$ cat src/pias_pkg.sv
// Package for the PHY indirect access and status register bank
// Assumes a 16-bit register port with one-cycle read latency on a 10 MHz clock
// How it works
// RULE_01: The five-bit space select field steers every shared-register access to its space.
// RULE_02: Select 11111 reaches the vendor space, indices 0x04D1 and below.
// RULE_03: Select 00011 reaches the MMD3 space.
// RULE_04: Select 00111 reaches the MMD7 space.
// RULE_05: Shared-register accesses with any other select value change nothing at all.
// RULE_06: Software uses only the three supported select values.
// RULE_07: Command 00 reaches the space pointer; other commands reach the pointed data.
// RULE_08: Commands: 00 address, 01 data, 10 increment always, 11 increment on write.
// RULE_09: Cause bits 8..4: sync loss, rx errors, line code, low SNR, energy loss.
// RULE_10: A cause bit latches when its enabled condition drops the link, holds till read.
// RULE_11: Link drop is the OR of every enabled condition; any combination allowed.
// RULE_12: Status bit 14 reads 1 when the pairs are swapped.
// RULE_13: Status bit 13 latches on rx error, cleared by reading the error counter.
// RULE_14: Status bit 12 mirrors the latched inverted-polarity flag of the 10BASE-Te status.
// RULE_15: Polarity flag clears only on a 10BASE-Te status read, not on summary read.
// RULE_16: Reserved bits read as zero and ignore writes.
package pias_pkg;
  localparam int          PIAS_AW              = 5;
  localparam int          PIAS_DW              = 16;
  // Register offsets
  localparam logic [4:0]  PIAS_OFF_CTRL        = 5'h0D;
  localparam logic [4:0]  PIAS_OFF_ADDR_DATA   = 5'h0E;
  localparam logic [4:0]  PIAS_OFF_DROP_CAUSE  = 5'h0F;
  localparam logic [4:0]  PIAS_OFF_SUMMARY     = 5'h10;
  localparam logic [4:0]  PIAS_OFF_RX_ERR_CNT  = 5'h15;
  localparam logic [4:0]  PIAS_OFF_TENBASE     = 5'h1A;
  // Control fields
  localparam int          PIAS_CMD_HI          = 15;
  localparam int          PIAS_CMD_LO          = 14;
  localparam int          PIAS_SEL_HI          = 4;
  localparam logic [4:0]  PIAS_SEL_VENDOR      = 5'h1F;
  localparam logic [4:0]  PIAS_SEL_MMD3        = 5'h03;
  localparam logic [4:0]  PIAS_SEL_MMD7        = 5'h07;
  localparam logic [15:0] PIAS_VENDOR_MAX_IDX  = 16'h04D1;
  localparam logic [15:0] PIAS_ADDR_DATA_RST   = 16'h000A;
  // Drop cause field
  localparam int          PIAS_CAUSE_LO        = 4;
  localparam int          PIAS_NCAUSE          = 5;
  localparam int          PIAS_NEN             = 5;
  // Summary bits
  localparam int          PIAS_SUM_SWAP        = 14;
  localparam int          PIAS_SUM_RXERR       = 13;
  localparam int          PIAS_SUM_POL         = 12;
  localparam int          PIAS_TENBASE_POL     = 4;
  localparam logic [15:0] PIAS_ZERO            = 16'h0000;
  localparam logic [15:0] PIAS_ONE             = 16'h0001;

  typedef enum logic [1:0] {
    PIAS_CMD_ADDR    = 2'b00,
    PIAS_CMD_DATA    = 2'b01,
    PIAS_CMD_INC_RW  = 2'b10,
    PIAS_CMD_INC_WR  = 2'b11
  } pias_cmd_t;

  typedef enum logic [1:0] {
    PIAS_SP_VENDOR = 2'b00,
    PIAS_SP_MMD3   = 2'b01,
    PIAS_SP_MMD7   = 2'b10,
    PIAS_SP_NONE   = 2'b11
  } pias_space_t;
endpackage

$ cat src/pias_mmd_if.sv
`timescale 1ns/100ps
// Interface between the register front end and the extended space port
// Assumes one clock; strobes are one cycle long
interface pias_mmd_if;
  import pias_pkg::*;
  logic              wr;
  logic              rd;
  pias_space_t       space;
  logic [15:0]       index;
  logic [15:0]       wdata;
  logic [15:0]       rdata;
  modport front (output wr, output rd, output space, output index, output wdata, input rdata);
  modport port  (input wr, input rd, input space, input index, input wdata, output rdata);
endinterface

$ cat src/pias_mmd_port.sv
`timescale 1ns/100ps
// Extended space port: forwards one access to the space the front end picked
// Assumes the external space answers a read combinationally in the same cycle
module pias_mmd_port (
  // Front end side
  pias_mmd_if.port          mmd,
  // External extended space
  output logic [1:0]        ext_space,
  output logic [15:0]       ext_index,
  output logic              ext_wr,
  output logic              ext_rd,
  output logic [15:0]       ext_wdata,
  input  wire logic [15:0]  ext_rdata
);
  import pias_pkg::*;

  // Steer the access; unsupported space never strobes
  always_comb begin
    ext_space = mmd.space;                                 // RULE_01
    ext_index = mmd.index;
    ext_wdata = mmd.wdata;
    ext_wr    = mmd.wr && (mmd.space != PIAS_SP_NONE);     // RULE_05
    ext_rd    = mmd.rd && (mmd.space != PIAS_SP_NONE);     // RULE_05
    mmd.rdata = (mmd.space != PIAS_SP_NONE) ? ext_rdata : PIAS_ZERO;
  end
endmodule

$ cat src/pias_regs.sv
// Implementation choice: the strobed register port.
`timescale 1ns/100ps
// Indirect access control, shared address/data, drop cause and status summary
// Assumes synchronous register port, PHY status events on clk, reads one cycle late
module pias_regs
  import pias_pkg::*;
#(
  parameter int DW = pias_pkg::PIAS_DW
) (
  // Clock and reset
  input  wire logic                          clk,
  input  wire logic                          rstn,
  // Register port
  input  wire logic [pias_pkg::PIAS_AW-1:0]  reg_addr,
  input  wire logic [DW-1:0]                 reg_wdata,
  input  wire logic                          reg_wr,
  input  wire logic                          reg_rd,
  output logic [DW-1:0]                      reg_rdata,
  // Fast drop conditions and their enables
  input  wire logic [pias_pkg::PIAS_NEN-1:0] drop_enable,
  input  wire logic [pias_pkg::PIAS_NEN-1:0] drop_condition,
  output logic                               link_drop,
  // PHY status events
  input  wire logic                          pairs_swapped,
  input  wire logic                          rx_error_event,
  input  wire logic                          polarity_inverted_event,
  // External extended space
  output logic [1:0]                         ext_space,
  output logic [15:0]                        ext_index,
  output logic                               ext_wr,
  output logic                               ext_rd,
  output logic [15:0]                        ext_wdata,
  input  wire logic [15:0]                   ext_rdata
);
  import pias_pkg::*;

  // Elaboration check: the logic serves only the 16-bit register width
  if (DW != PIAS_DW) begin : g_dw_check
    $error("pias_regs: data width must be 16");
  end

  typedef struct packed {
    logic [1:0]              cmd;
    logic [4:0]              sel;
    logic [15:0]             ptr_vendor;
    logic [15:0]             ptr_mmd3;
    logic [15:0]             ptr_mmd7;
    logic [15:0]             addr_data;
    logic [PIAS_NCAUSE-1:0]  cause;
    logic                    rx_err_latch;
    logic                    pol_latch;
    logic [15:0]             rdata;
  } pias_state_t;

  pias_state_t q, d;
  pias_mmd_if  mmd ();

  ////////////////////////////////////////////////////////////////////////////
  // Decode of the space select field
  function automatic pias_space_t pias_decode(input logic [4:0] sel);
    case (sel)
      PIAS_SEL_VENDOR: pias_decode = PIAS_SP_VENDOR;       // RULE_02
      PIAS_SEL_MMD3:   pias_decode = PIAS_SP_MMD3;         // RULE_03
      PIAS_SEL_MMD7:   pias_decode = PIAS_SP_MMD7;         // RULE_04
      default:         pias_decode = PIAS_SP_NONE;         // RULE_05
    endcase
  endfunction

  // Pointer of the chosen space
  function automatic logic [15:0] pias_ptr(input pias_state_t s, input pias_space_t sp);
    case (sp)
      PIAS_SP_VENDOR: pias_ptr = s.ptr_vendor;
      PIAS_SP_MMD3:   pias_ptr = s.ptr_mmd3;
      PIAS_SP_MMD7:   pias_ptr = s.ptr_mmd7;
      default:        pias_ptr = PIAS_ZERO;
    endcase
  endfunction

  pias_space_t space;
  logic        is_data;
  logic        sh_wr;
  logic        sh_rd;
  logic        vendor_ok;
  logic [15:0] cur_ptr;
  logic        inc;
  logic [PIAS_NCAUSE-1:0] drop_hits;

  ////////////////////////////////////////////////////////////////////////////
  // Shared register access qualifiers
  always_comb begin
    space     = pias_decode(q.sel);                                     // RULE_01
    is_data   = (q.cmd != PIAS_CMD_ADDR);                               // RULE_07
    cur_ptr   = pias_ptr(q, space);
    vendor_ok = (space != PIAS_SP_VENDOR) || (cur_ptr <= PIAS_VENDOR_MAX_IDX); // RULE_02
    sh_wr     = reg_wr && (reg_addr == PIAS_OFF_ADDR_DATA) && (space != PIAS_SP_NONE);
    sh_rd     = reg_rd && (reg_addr == PIAS_OFF_ADDR_DATA) && (space != PIAS_SP_NONE);
    case (q.cmd)
      PIAS_CMD_INC_RW: inc = sh_wr || sh_rd;                            // RULE_08
      PIAS_CMD_INC_WR: inc = sh_wr;                                     // RULE_08
      default:         inc = 1'b0;
    endcase
    inc = inc && is_data;
  end

  // Extended space connection
  always_comb begin
    mmd.wr    = sh_wr && is_data && vendor_ok;
    mmd.rd    = sh_rd && is_data && vendor_ok;
    mmd.space = space;
    mmd.index = cur_ptr;
    mmd.wdata = reg_wdata;
  end

  pias_mmd_port u_port (
    .mmd       (mmd.port),
    .ext_space (ext_space),
    .ext_index (ext_index),
    .ext_wr    (ext_wr),
    .ext_rd    (ext_rd),
    .ext_wdata (ext_wdata),
    .ext_rdata (ext_rdata)
  );

  // Fast drop: OR of every enabled condition
  always_comb begin
    drop_hits = drop_enable & drop_condition;                           // RULE_11
    link_drop = |drop_hits;                                             // RULE_11
  end

  ////////////////////////////////////////////////////////////////////////////
  // Next state
  always_comb begin
    d = q;
    // Control register: command and select, middle bits reserved
    if (reg_wr && (reg_addr == PIAS_OFF_CTRL)) begin
      d.cmd = reg_wdata[PIAS_CMD_HI:PIAS_CMD_LO];                       // RULE_16
      d.sel = reg_wdata[PIAS_SEL_HI:0];
    end
    // Shared register write: pointer or data
    if (sh_wr && !is_data) begin
      case (space)                                                      // RULE_07
        PIAS_SP_VENDOR: d.ptr_vendor = reg_wdata;
        PIAS_SP_MMD3:   d.ptr_mmd3   = reg_wdata;
        PIAS_SP_MMD7:   d.ptr_mmd7   = reg_wdata;
        default:        d.ptr_mmd7   = q.ptr_mmd7;
      endcase
      d.addr_data = reg_wdata;
    end else if (sh_wr) begin
      d.addr_data = reg_wdata;
    end
    // Post increment of the active pointer
    if (inc) begin
      case (space)                                                      // RULE_08
        PIAS_SP_VENDOR: d.ptr_vendor = q.ptr_vendor + PIAS_ONE;
        PIAS_SP_MMD3:   d.ptr_mmd3   = q.ptr_mmd3 + PIAS_ONE;
        PIAS_SP_MMD7:   d.ptr_mmd7   = q.ptr_mmd7 + PIAS_ONE;
        default:        d.ptr_mmd7   = q.ptr_mmd7;
      endcase
    end
    // Cause bits latch on a drop; cleared by reading, new cause wins
    if (reg_rd && (reg_addr == PIAS_OFF_DROP_CAUSE)) begin
      d.cause = '0;
    end
    d.cause = d.cause | drop_hits;                                      // RULE_10
    // Rx error latch: cleared by a counter read, event wins
    if (reg_rd && (reg_addr == PIAS_OFF_RX_ERR_CNT)) begin
      d.rx_err_latch = 1'b0;                                            // RULE_13
    end
    if (rx_error_event) begin
      d.rx_err_latch = 1'b1;                                            // RULE_13
    end
    // Polarity latch: only a 10BASE-Te status read clears it
    if (reg_rd && (reg_addr == PIAS_OFF_TENBASE)) begin
      d.pol_latch = 1'b0;                                               // RULE_15
    end
    if (polarity_inverted_event) begin
      d.pol_latch = 1'b1;                                               // RULE_14
    end
    // Read data, valid the cycle after the strobe
    d.rdata = PIAS_ZERO;
    if (reg_rd) begin
      case (reg_addr)
        PIAS_OFF_CTRL: begin
          d.rdata[PIAS_CMD_HI:PIAS_CMD_LO] = q.cmd;                     // RULE_16
          d.rdata[PIAS_SEL_HI:0]           = q.sel;
        end
        PIAS_OFF_ADDR_DATA: begin
          if (space == PIAS_SP_NONE) begin
            d.rdata = q.addr_data;                                      // RULE_05
          end else if (!is_data) begin
            d.rdata = cur_ptr;                                          // RULE_07
          end else if (vendor_ok) begin
            d.rdata = mmd.rdata;                                        // RULE_07
          end else begin
            d.rdata = PIAS_ZERO;
          end
        end
        PIAS_OFF_DROP_CAUSE: begin
          d.rdata[PIAS_CAUSE_LO +: PIAS_NCAUSE] = q.cause;              // RULE_09
        end
        PIAS_OFF_SUMMARY: begin
          d.rdata[PIAS_SUM_SWAP]  = pairs_swapped;                      // RULE_12
          d.rdata[PIAS_SUM_RXERR] = q.rx_err_latch;                     // RULE_13
          d.rdata[PIAS_SUM_POL]   = q.pol_latch;                        // RULE_14
        end
        PIAS_OFF_TENBASE: begin
          d.rdata[PIAS_TENBASE_POL] = q.pol_latch;                      // RULE_15
        end
        default: begin
          d.rdata = PIAS_ZERO;                                          // RULE_16
        end
      endcase
    end
  end

  ////////////////////////////////////////////////////////////////////////////
  // State register
  always_ff @(posedge clk) begin
    if (!rstn) begin
      q.cmd          <= PIAS_CMD_ADDR;
      q.sel          <= 5'h00;
      q.ptr_vendor   <= PIAS_ZERO;
      q.ptr_mmd3     <= PIAS_ZERO;
      q.ptr_mmd7     <= PIAS_ZERO;
      q.addr_data    <= PIAS_ADDR_DATA_RST;
      q.cause        <= '0;
      q.rx_err_latch <= 1'b0;
      q.pol_latch    <= 1'b0;
      q.rdata        <= PIAS_ZERO;
    end else begin
      q <= d;
    end
  end

  assign reg_rdata = q.rdata;
endmodule

$ cat config.mk
export PLATFORM = sky130hd
export DESIGN_NAME = pias_regs
export DESIGN_NICKNAME = d
export VERILOG_FILES = /design/src/pias_pkg.sv /design/src/pias_mmd_if.sv /design/src/pias_mmd_port.sv /design/src/pias_regs.sv
export SDC_FILE = /design/constraint.sdc
export NUM_CORES = 1
export LEC_CHECK = 0
export BUFFER_PORTS_ARGS = -buffer_cell sky130_fd_sc_hd__buf_2
export CAP_MARGIN = 15
export CORE_MARGIN = 8
export CORE_UTILIZATION = 55
export CTS_CLUSTER_SIZE = 14
export DETAILED_ROUTE_END_ITERATION = 10
export PLACE_DENSITY_LB_ADDON = 0.25
export SLEW_MARGIN = 20
export SYNTH_ARGS = -nofsm -noshare
export SYNTH_HDL_FRONTEND = slang
export SYNTH_SLANG_ARGS = --single-unit
$ cat constraint.sdc
create_clock -name clk -period 2.79 [get_ports clk]
set_clock_uncertainty 0.1 [all_clocks]
set_input_delay 0.558 -clock clk [delete_from_list [all_inputs] [get_ports clk]]
set_output_delay 0.558 -clock clk [all_outputs]
set_load 0.1 [all_outputs]
[Yosys cells after proc, flatten, opt, wreduce, memory -nomap -nowiden]
Index checks and enable logic that the tools add are counted.
Storage, ports and cells
  bits in registers: 94
  output and inout port bits: 53
  logic and storage cells: 90
  input port bits: 54
Operators by class
  add/sub/neg operators: 3
  order comparisons: 1
  eq/ne operators: 16
  bitwise operators: 2
  reduce and logical (&&, ||, !) cells: 29
  multiplexer cells: 28
Operators with widths (number)
  2-to-1 mux 16 bit: 11
  2-to-1 mux 48 bit: 2
  adder 16 x 1 -> 16 bit, second input constant: 3
  one-hot mux 16 bit (3 select lines): 1
  one-hot mux 16 bit (2 select lines): 1
  equality test 5 bit, second input constant: 4
  <= comparator 16 x 11 -> 1 bit, second input constant: 1
  logical AND 1 bit: 16
  one-hot mux 4 bit (2 select lines): 2
  equality test 5 x 4 -> 1 bit, second input constant: 3
  nonzero test 2 bit: 5
  equality test 2 bit, second input constant: 4
  one-hot mux 2 bit (3 select lines): 1
  bitwise AND 5 bit: 1
  equality test 5 x 2 -> 1 bit, second input constant: 1
  equality test 5 x 3 -> 1 bit, second input constant: 1
  2-to-1 mux 5 bit: 1
  OR 5 bit: 1
  OR reduction 5 bit: 1
  2-to-1 mux 1 bit: 4
  one-hot mux 1 bit (2 select lines): 2
  one-hot mux 1 bit (4 select lines): 1
  one-hot mux 2 bit (2 select lines): 1
  != test 3 x 2 -> 1 bit, second input constant: 1
  9 further kinds: 10

[Depth between registers and ports, before layout]
  word-level depth: 10
  gate-level depth with buffers: 10

[By module]
From an unflattened synthesis, not the netlist that was laid out.
Second synthesis, totals
  cells, all modules: 791
  area, all modules: 5895.7 µm²
Modules (own cells, without submodules)
  pias_regs: area an instance 5467.7 µm², sequential area each 1881.8 µm², cells an instance 737, times used 1
  pias_mmd_port: area an instance 427.9 µm², sequential area each 0.0 µm², cells an instance 54, times used 1

[Worst setup path after synthesis]
Ideal clock, no wire load.
  path type: flip-flop to output port
  from: register q[91] in the netlist's numbering
  to: output ext_wr
  stages on the path, launching flop included: 9
  path slack: -2.924 ns
  required time: 2.132 ns
  arrival time: 5.056 ns
  buffers on the path: 1
  cell sequence: dfxtp_1 nand4bb_1 buf_4 o22ai_1 a211oi_1 and4_1 a21oi_1 a211oi_1 nor3_1
On the way
  word-level cells in the longest chain between the ends: 8
  elaborated cells between the ends (all ways): 16
Ends and longest elaborated chain
  start: declaration: line pias_regs.sv:55  | pias_state_t q, d;
  equality test 5 x 3 -> 1 bit (tied with other cells): line pias_regs.sv:61  | case (sel)
  one-hot mux 2 bit (3 select lines) *: line pias_regs.sv:61
  equality test 2 bit (tied with other cells): line pias_regs.sv:71  | case (sp)
  one-hot mux 16 bit (3 select lines) *: line pias_regs.sv:71
  net ext_index[12]: line pias_regs.sv:29  | output logic [15:0] ext_index,
  <= comparator 16 x 11 -> 1 bit *: line pias_regs.sv:94  | vendor_ok = (space != PIAS_SP_VENDOR) || (cur_ptr <= PIAS_VENDOR_MAX_IDX);
  logical OR 1 bit *: line pias_regs.sv:94
  logical AND 1 bit *: line pias_regs.sv:107  | mmd.wr = sh_wr && is_data && vendor_ok;
  logical AND 1 bit *: line pias_mmd_port.sv:22  | ext_wr = mmd.wr && (mmd.space != PIAS_SP_NONE);
  end: declaration: line pias_regs.sv:30  | output logic ext_wr,
Mark *: on every way through the listed nets, which the timed path passes. The rest lies on a longest branch.

[Final worst setup path]
  from: register q[89] in the netlist's numbering
  to: output ext_wr
On the way
  word-level cells in the longest chain between the ends: 8
  elaborated cells between the ends (all ways): 16
Ends and longest elaborated chain (line)
  equality test 5 x 3 -> 1 bit (tied with other cells): pias_regs.sv:61
  one-hot mux 2 bit (3 select lines) *: pias_regs.sv:61
  equality test 2 bit (tied with other cells): pias_regs.sv:71
  one-hot mux 16 bit (3 select lines): pias_regs.sv:71
  <= comparator 16 x 11 -> 1 bit: pias_regs.sv:94
  logical OR 1 bit: pias_regs.sv:94
  logical AND 1 bit: pias_regs.sv:107
  logical AND 1 bit *: pias_mmd_port.sv:22
Every way passes the cells marked *; elsewhere a longest branch is shown, timed or not.

==> flow_metrics.tcl <==
set metrics [dict create \
    grt_pass1_wl_um 36700 \
    clock.fmax_mhz 301 \
    syn_area_per_cell_um2 7.68 \
    violations "negative setup slack" \
    cts_max_level 3 \
    dpl.hpwl_um 17800 \
    swShare_pct 28.2 \
    hp-start "polarity_inverted_event" \
    drcViolationCount 0 \
    cp.required_ps 2130 \
    crit_type "reg -> out" \
    path_clk_slew_ps 100 \
    place_inst 1030 \
    power_frac_comb_pct 10.6 \
    io_pins 107 \
    synth.net_count 808 \
    overflow 0 \
    worst_slack_ps -530 \
    status "finished, violations left" \
    async_flop_share_pct 0 \
    maxCapViolCount 0 \
    p_total_w 0.00267 \
    r2r-end "q[46]$_SDFFE_PN0P_" \
    rrSetupSlack_ps -30 \
    hold_depth 3 \
    p_leak_nw 2.96 \
    multi_input_area_mm2 0.00371 \
    worst-r2r-cell-count 10 \
    ir_worst_vdd_mv 0.372 \
    synth_edf_count 0 \
    clockBufferDepth 2 \
    nets 971 \
    tritoncts_num_sinks 94 \
    synth_area_mm2 0.00577 \
    gp_congestion 1.01 \
    seq_area_frac_synth_pct 32.6 \
    die_area_mm2 0.0140 \
    cts_hold_buf 0 \
    root_buffer "clkbuf_8" \
    wl_per_cell_um 22.4 \
    finalHoldViolations 0 \
    netlist_instances 751 \
    drtIter0Drc 876 \
    max_slew_margin_pct 48.3 \
    fillers 783 \
    final_common_cell "nand2_1" \
    die_h_um 118 \
    hold_slack_ps 292 \
    ys_ff_latch 94 \
    sequentialPowerShare_pct 50.7 \
    antennaDiodeCount 0 \
    period_share_pct 119 \
    antenna_found_initial 0 \
    worstPathArrival_ps 2660 \
    rows 37 \
    io_buffers 106 \
    drt_wl_total_um 23600 \
    dr.pass1.iters 5 \
    min_period_ps 3320 \
    core_area_mm2 0.0102 \
    hold_path_end "q[16]$_SDFFE_PN0P_" \
    timing.rr.start "q[90]$_SDFFE_PN0P_" \
    grt_max_degree 40 \
    final_cells 1055 \
    clk_latency_ps 390 \
    setup_tns_ps -1060 \
    regArea_mm2 0.00189 \
    power.switching_w 0.000753 \
    p_int_w 0.00192 \
    critPathCaptureType "primary output" \
    synth_ff_type "dfxtp_1" \
    ant_nets 0 \
    mostFrequentLayoutCells "nand2_1 (118), buf_4 (116), dfxtp_1 (93), buf_2 (86), a21oi_1 (63)" \
    cts_buffers 9 \
    yosysWarnings 0 \
    worstPathMaxFanout 5 \
    drive_above_1_share_pct 34.8 \
    die_x_um 118 \
    avgViaCountPerCell 6.50 \
    report.final.slew_viol_count 0 \
    clkPwrFrac_pct 38.7 \
    cts_tree "built" \
    worstHoldPathType "in -> reg" \
    vias 6853 \
    syn2layout_area_growth_pct 36.2 \
    finalSetupViolations 3 \
    grt_usage_pct 32.8 \
    ys_types 72 \
    grt_pass1_vias 6694 \
    rsz0062_at_grt "yes" \
    powerDensity_mw_per_mm2 341 \
    start_util_pct 56.4 \
    critPathLaunchType "flop" \
    tightest_slew_ps 774 \
]
==> layout make-up <==
class | count | area share, %
inverters | 8 | 0.382
repair buffers | 232 | 23.3
multi-input cells | 569 | 47.3
clock inverters | 7 | 1.24
well taps | 136 | 2.17
flip-flops and latches | 94 | 24.0
clock buffers | 9 | 1.58
==> worst max-delay path by stage <==
stage	startpoint	to	slack, ps
2_1_floorplan	q[89]$_SDFFE_PN0P_	ext_wr	-580
3_3_place_gp	q[89]$_SDFFE_PN0P_	ext_wr	-190
3_5_place_dp	q[89]$_SDFFE_PN0P_	ext_wr	-250
4_1_cts	q[89]$_SDFFE_PN0P_	ext_rd	-530
5_1_grt	q[89]$_SDFFE_PN0P_	ext_wr	-610
6_report	q[89]$_SDFFE_PN0P_	ext_wr	-530
==> power groups by stage <==
stage | combinational [W] | sequential (W) | clock [W]
6_report | 0.000284 | 0.00136 | 0.00103
5_1_grt | 0.000292 | 0.00136 | 0.00109
4_1_cts | 0.000277 | 0.00136 | 0.00103
3_5_place_dp | 0.000274 | 0.00139 | 0
3_3_place_gp | 0.000271 | 0.00139 | 0
2_1_floorplan | 0.000181 | 0.00138 | 0
==> state kept, by name, indices dropped and copies added (netlist names) <==
name	flops
reg_rdata	16
q	78
==> per-layer routing <==
layer  GRT usage, %  routed length, µm  up-vias
li1               -                  -     3101
met1           40.9               9230     3178
met2           49.4              10200      487
met3           8.90               2730       87
met4           20.9               1430        0
met5              0                  0        -
==> critical path: stages, from the launching register on <==
cell and delay (ps):
dfxtp_4 410, buf_6 120, mux2i_4 230, o22ai_4 90, or4_4 540, a21o_1 220
a21oi_2 190, a211oi_2 100, nor3_4 170, buf_12 200
==> through the flow <==
step | cell area (µm²) | utilization [%] | setup slack (ps)
after detailed placement | 7400 | 72.4 | -246
after floorplan | 6010 | - | -584
after global placement | 7400 | 72.4 | -187
after global routing | 7850 | 76.8 | -613
final | 7850 | 76.8 | -530
after CTS | 7710 | 75.3 | -529
==> cell families (layout without fill, tap and decap cells) <==
logic type,count (synthesis),in the layout,synth area share (%)
adder cells (fa/ha/maj),3,3,0.651
multiplexers,16,16,2.80
buffers and inverters,88,256,8.81
XOR/XNOR,1,1,0.152
flip-flops,94,94,32.6
AO/OA/AOI/OAI,233,233,28.4
AND/OR/NAND/NOR,316,316,26.6
==> repair_timing <==
action / in CTS / in global routing
pin swaps: 7 / 6
resized for setup: 17 / 18
setup endpoints to repair: 13 / 39
cloned: 0 / 0
setup buffers: 3 / 7
==> synthesized netlist by cell type (all sizes together) (4+ instances only) <==
| cell type | n | area share [%] |
|---|---|---|
| a31oi | 8 | 0.87 |
| a311oi | 8 | 1.2 |
| and3 | 8 | 0.87 |
| a21oi | 64 | 5.6 |
| nand3 | 33 | 2.9 |
| and2 | 8 | 0.87 |
| o21ai | 54 | 5.0 |
| a221oi | 23 | 3.6 |
| o211ai | 8 | 1.3 |
| buf | 53 | 6.5 |
| clkbuf | 27 | 1.8 |
| nor3 | 30 | 3.0 |
| nand2 | 120 | 7.8 |
| mux2i | 15 | 2.6 |
| or3 | 9 | 0.98 |
| nor2 | 62 | 4.1 |
| a211oi | 14 | 2.3 |
| a22oi | 10 | 1.3 |
| nor4 | 11 | 1.5 |
| dfxtp | 94 | 33 |
| o22ai | 6 | 0.76 |
| a2111oi | 7 | 1.8 |
| nand4 | 16 | 1.8 |
| inv | 8 | 0.52 |
| o21a | 4 | 0.52 |
| and4 | 6 | 0.91 |
Note: power is estimated with default switching activity, not from simulation.
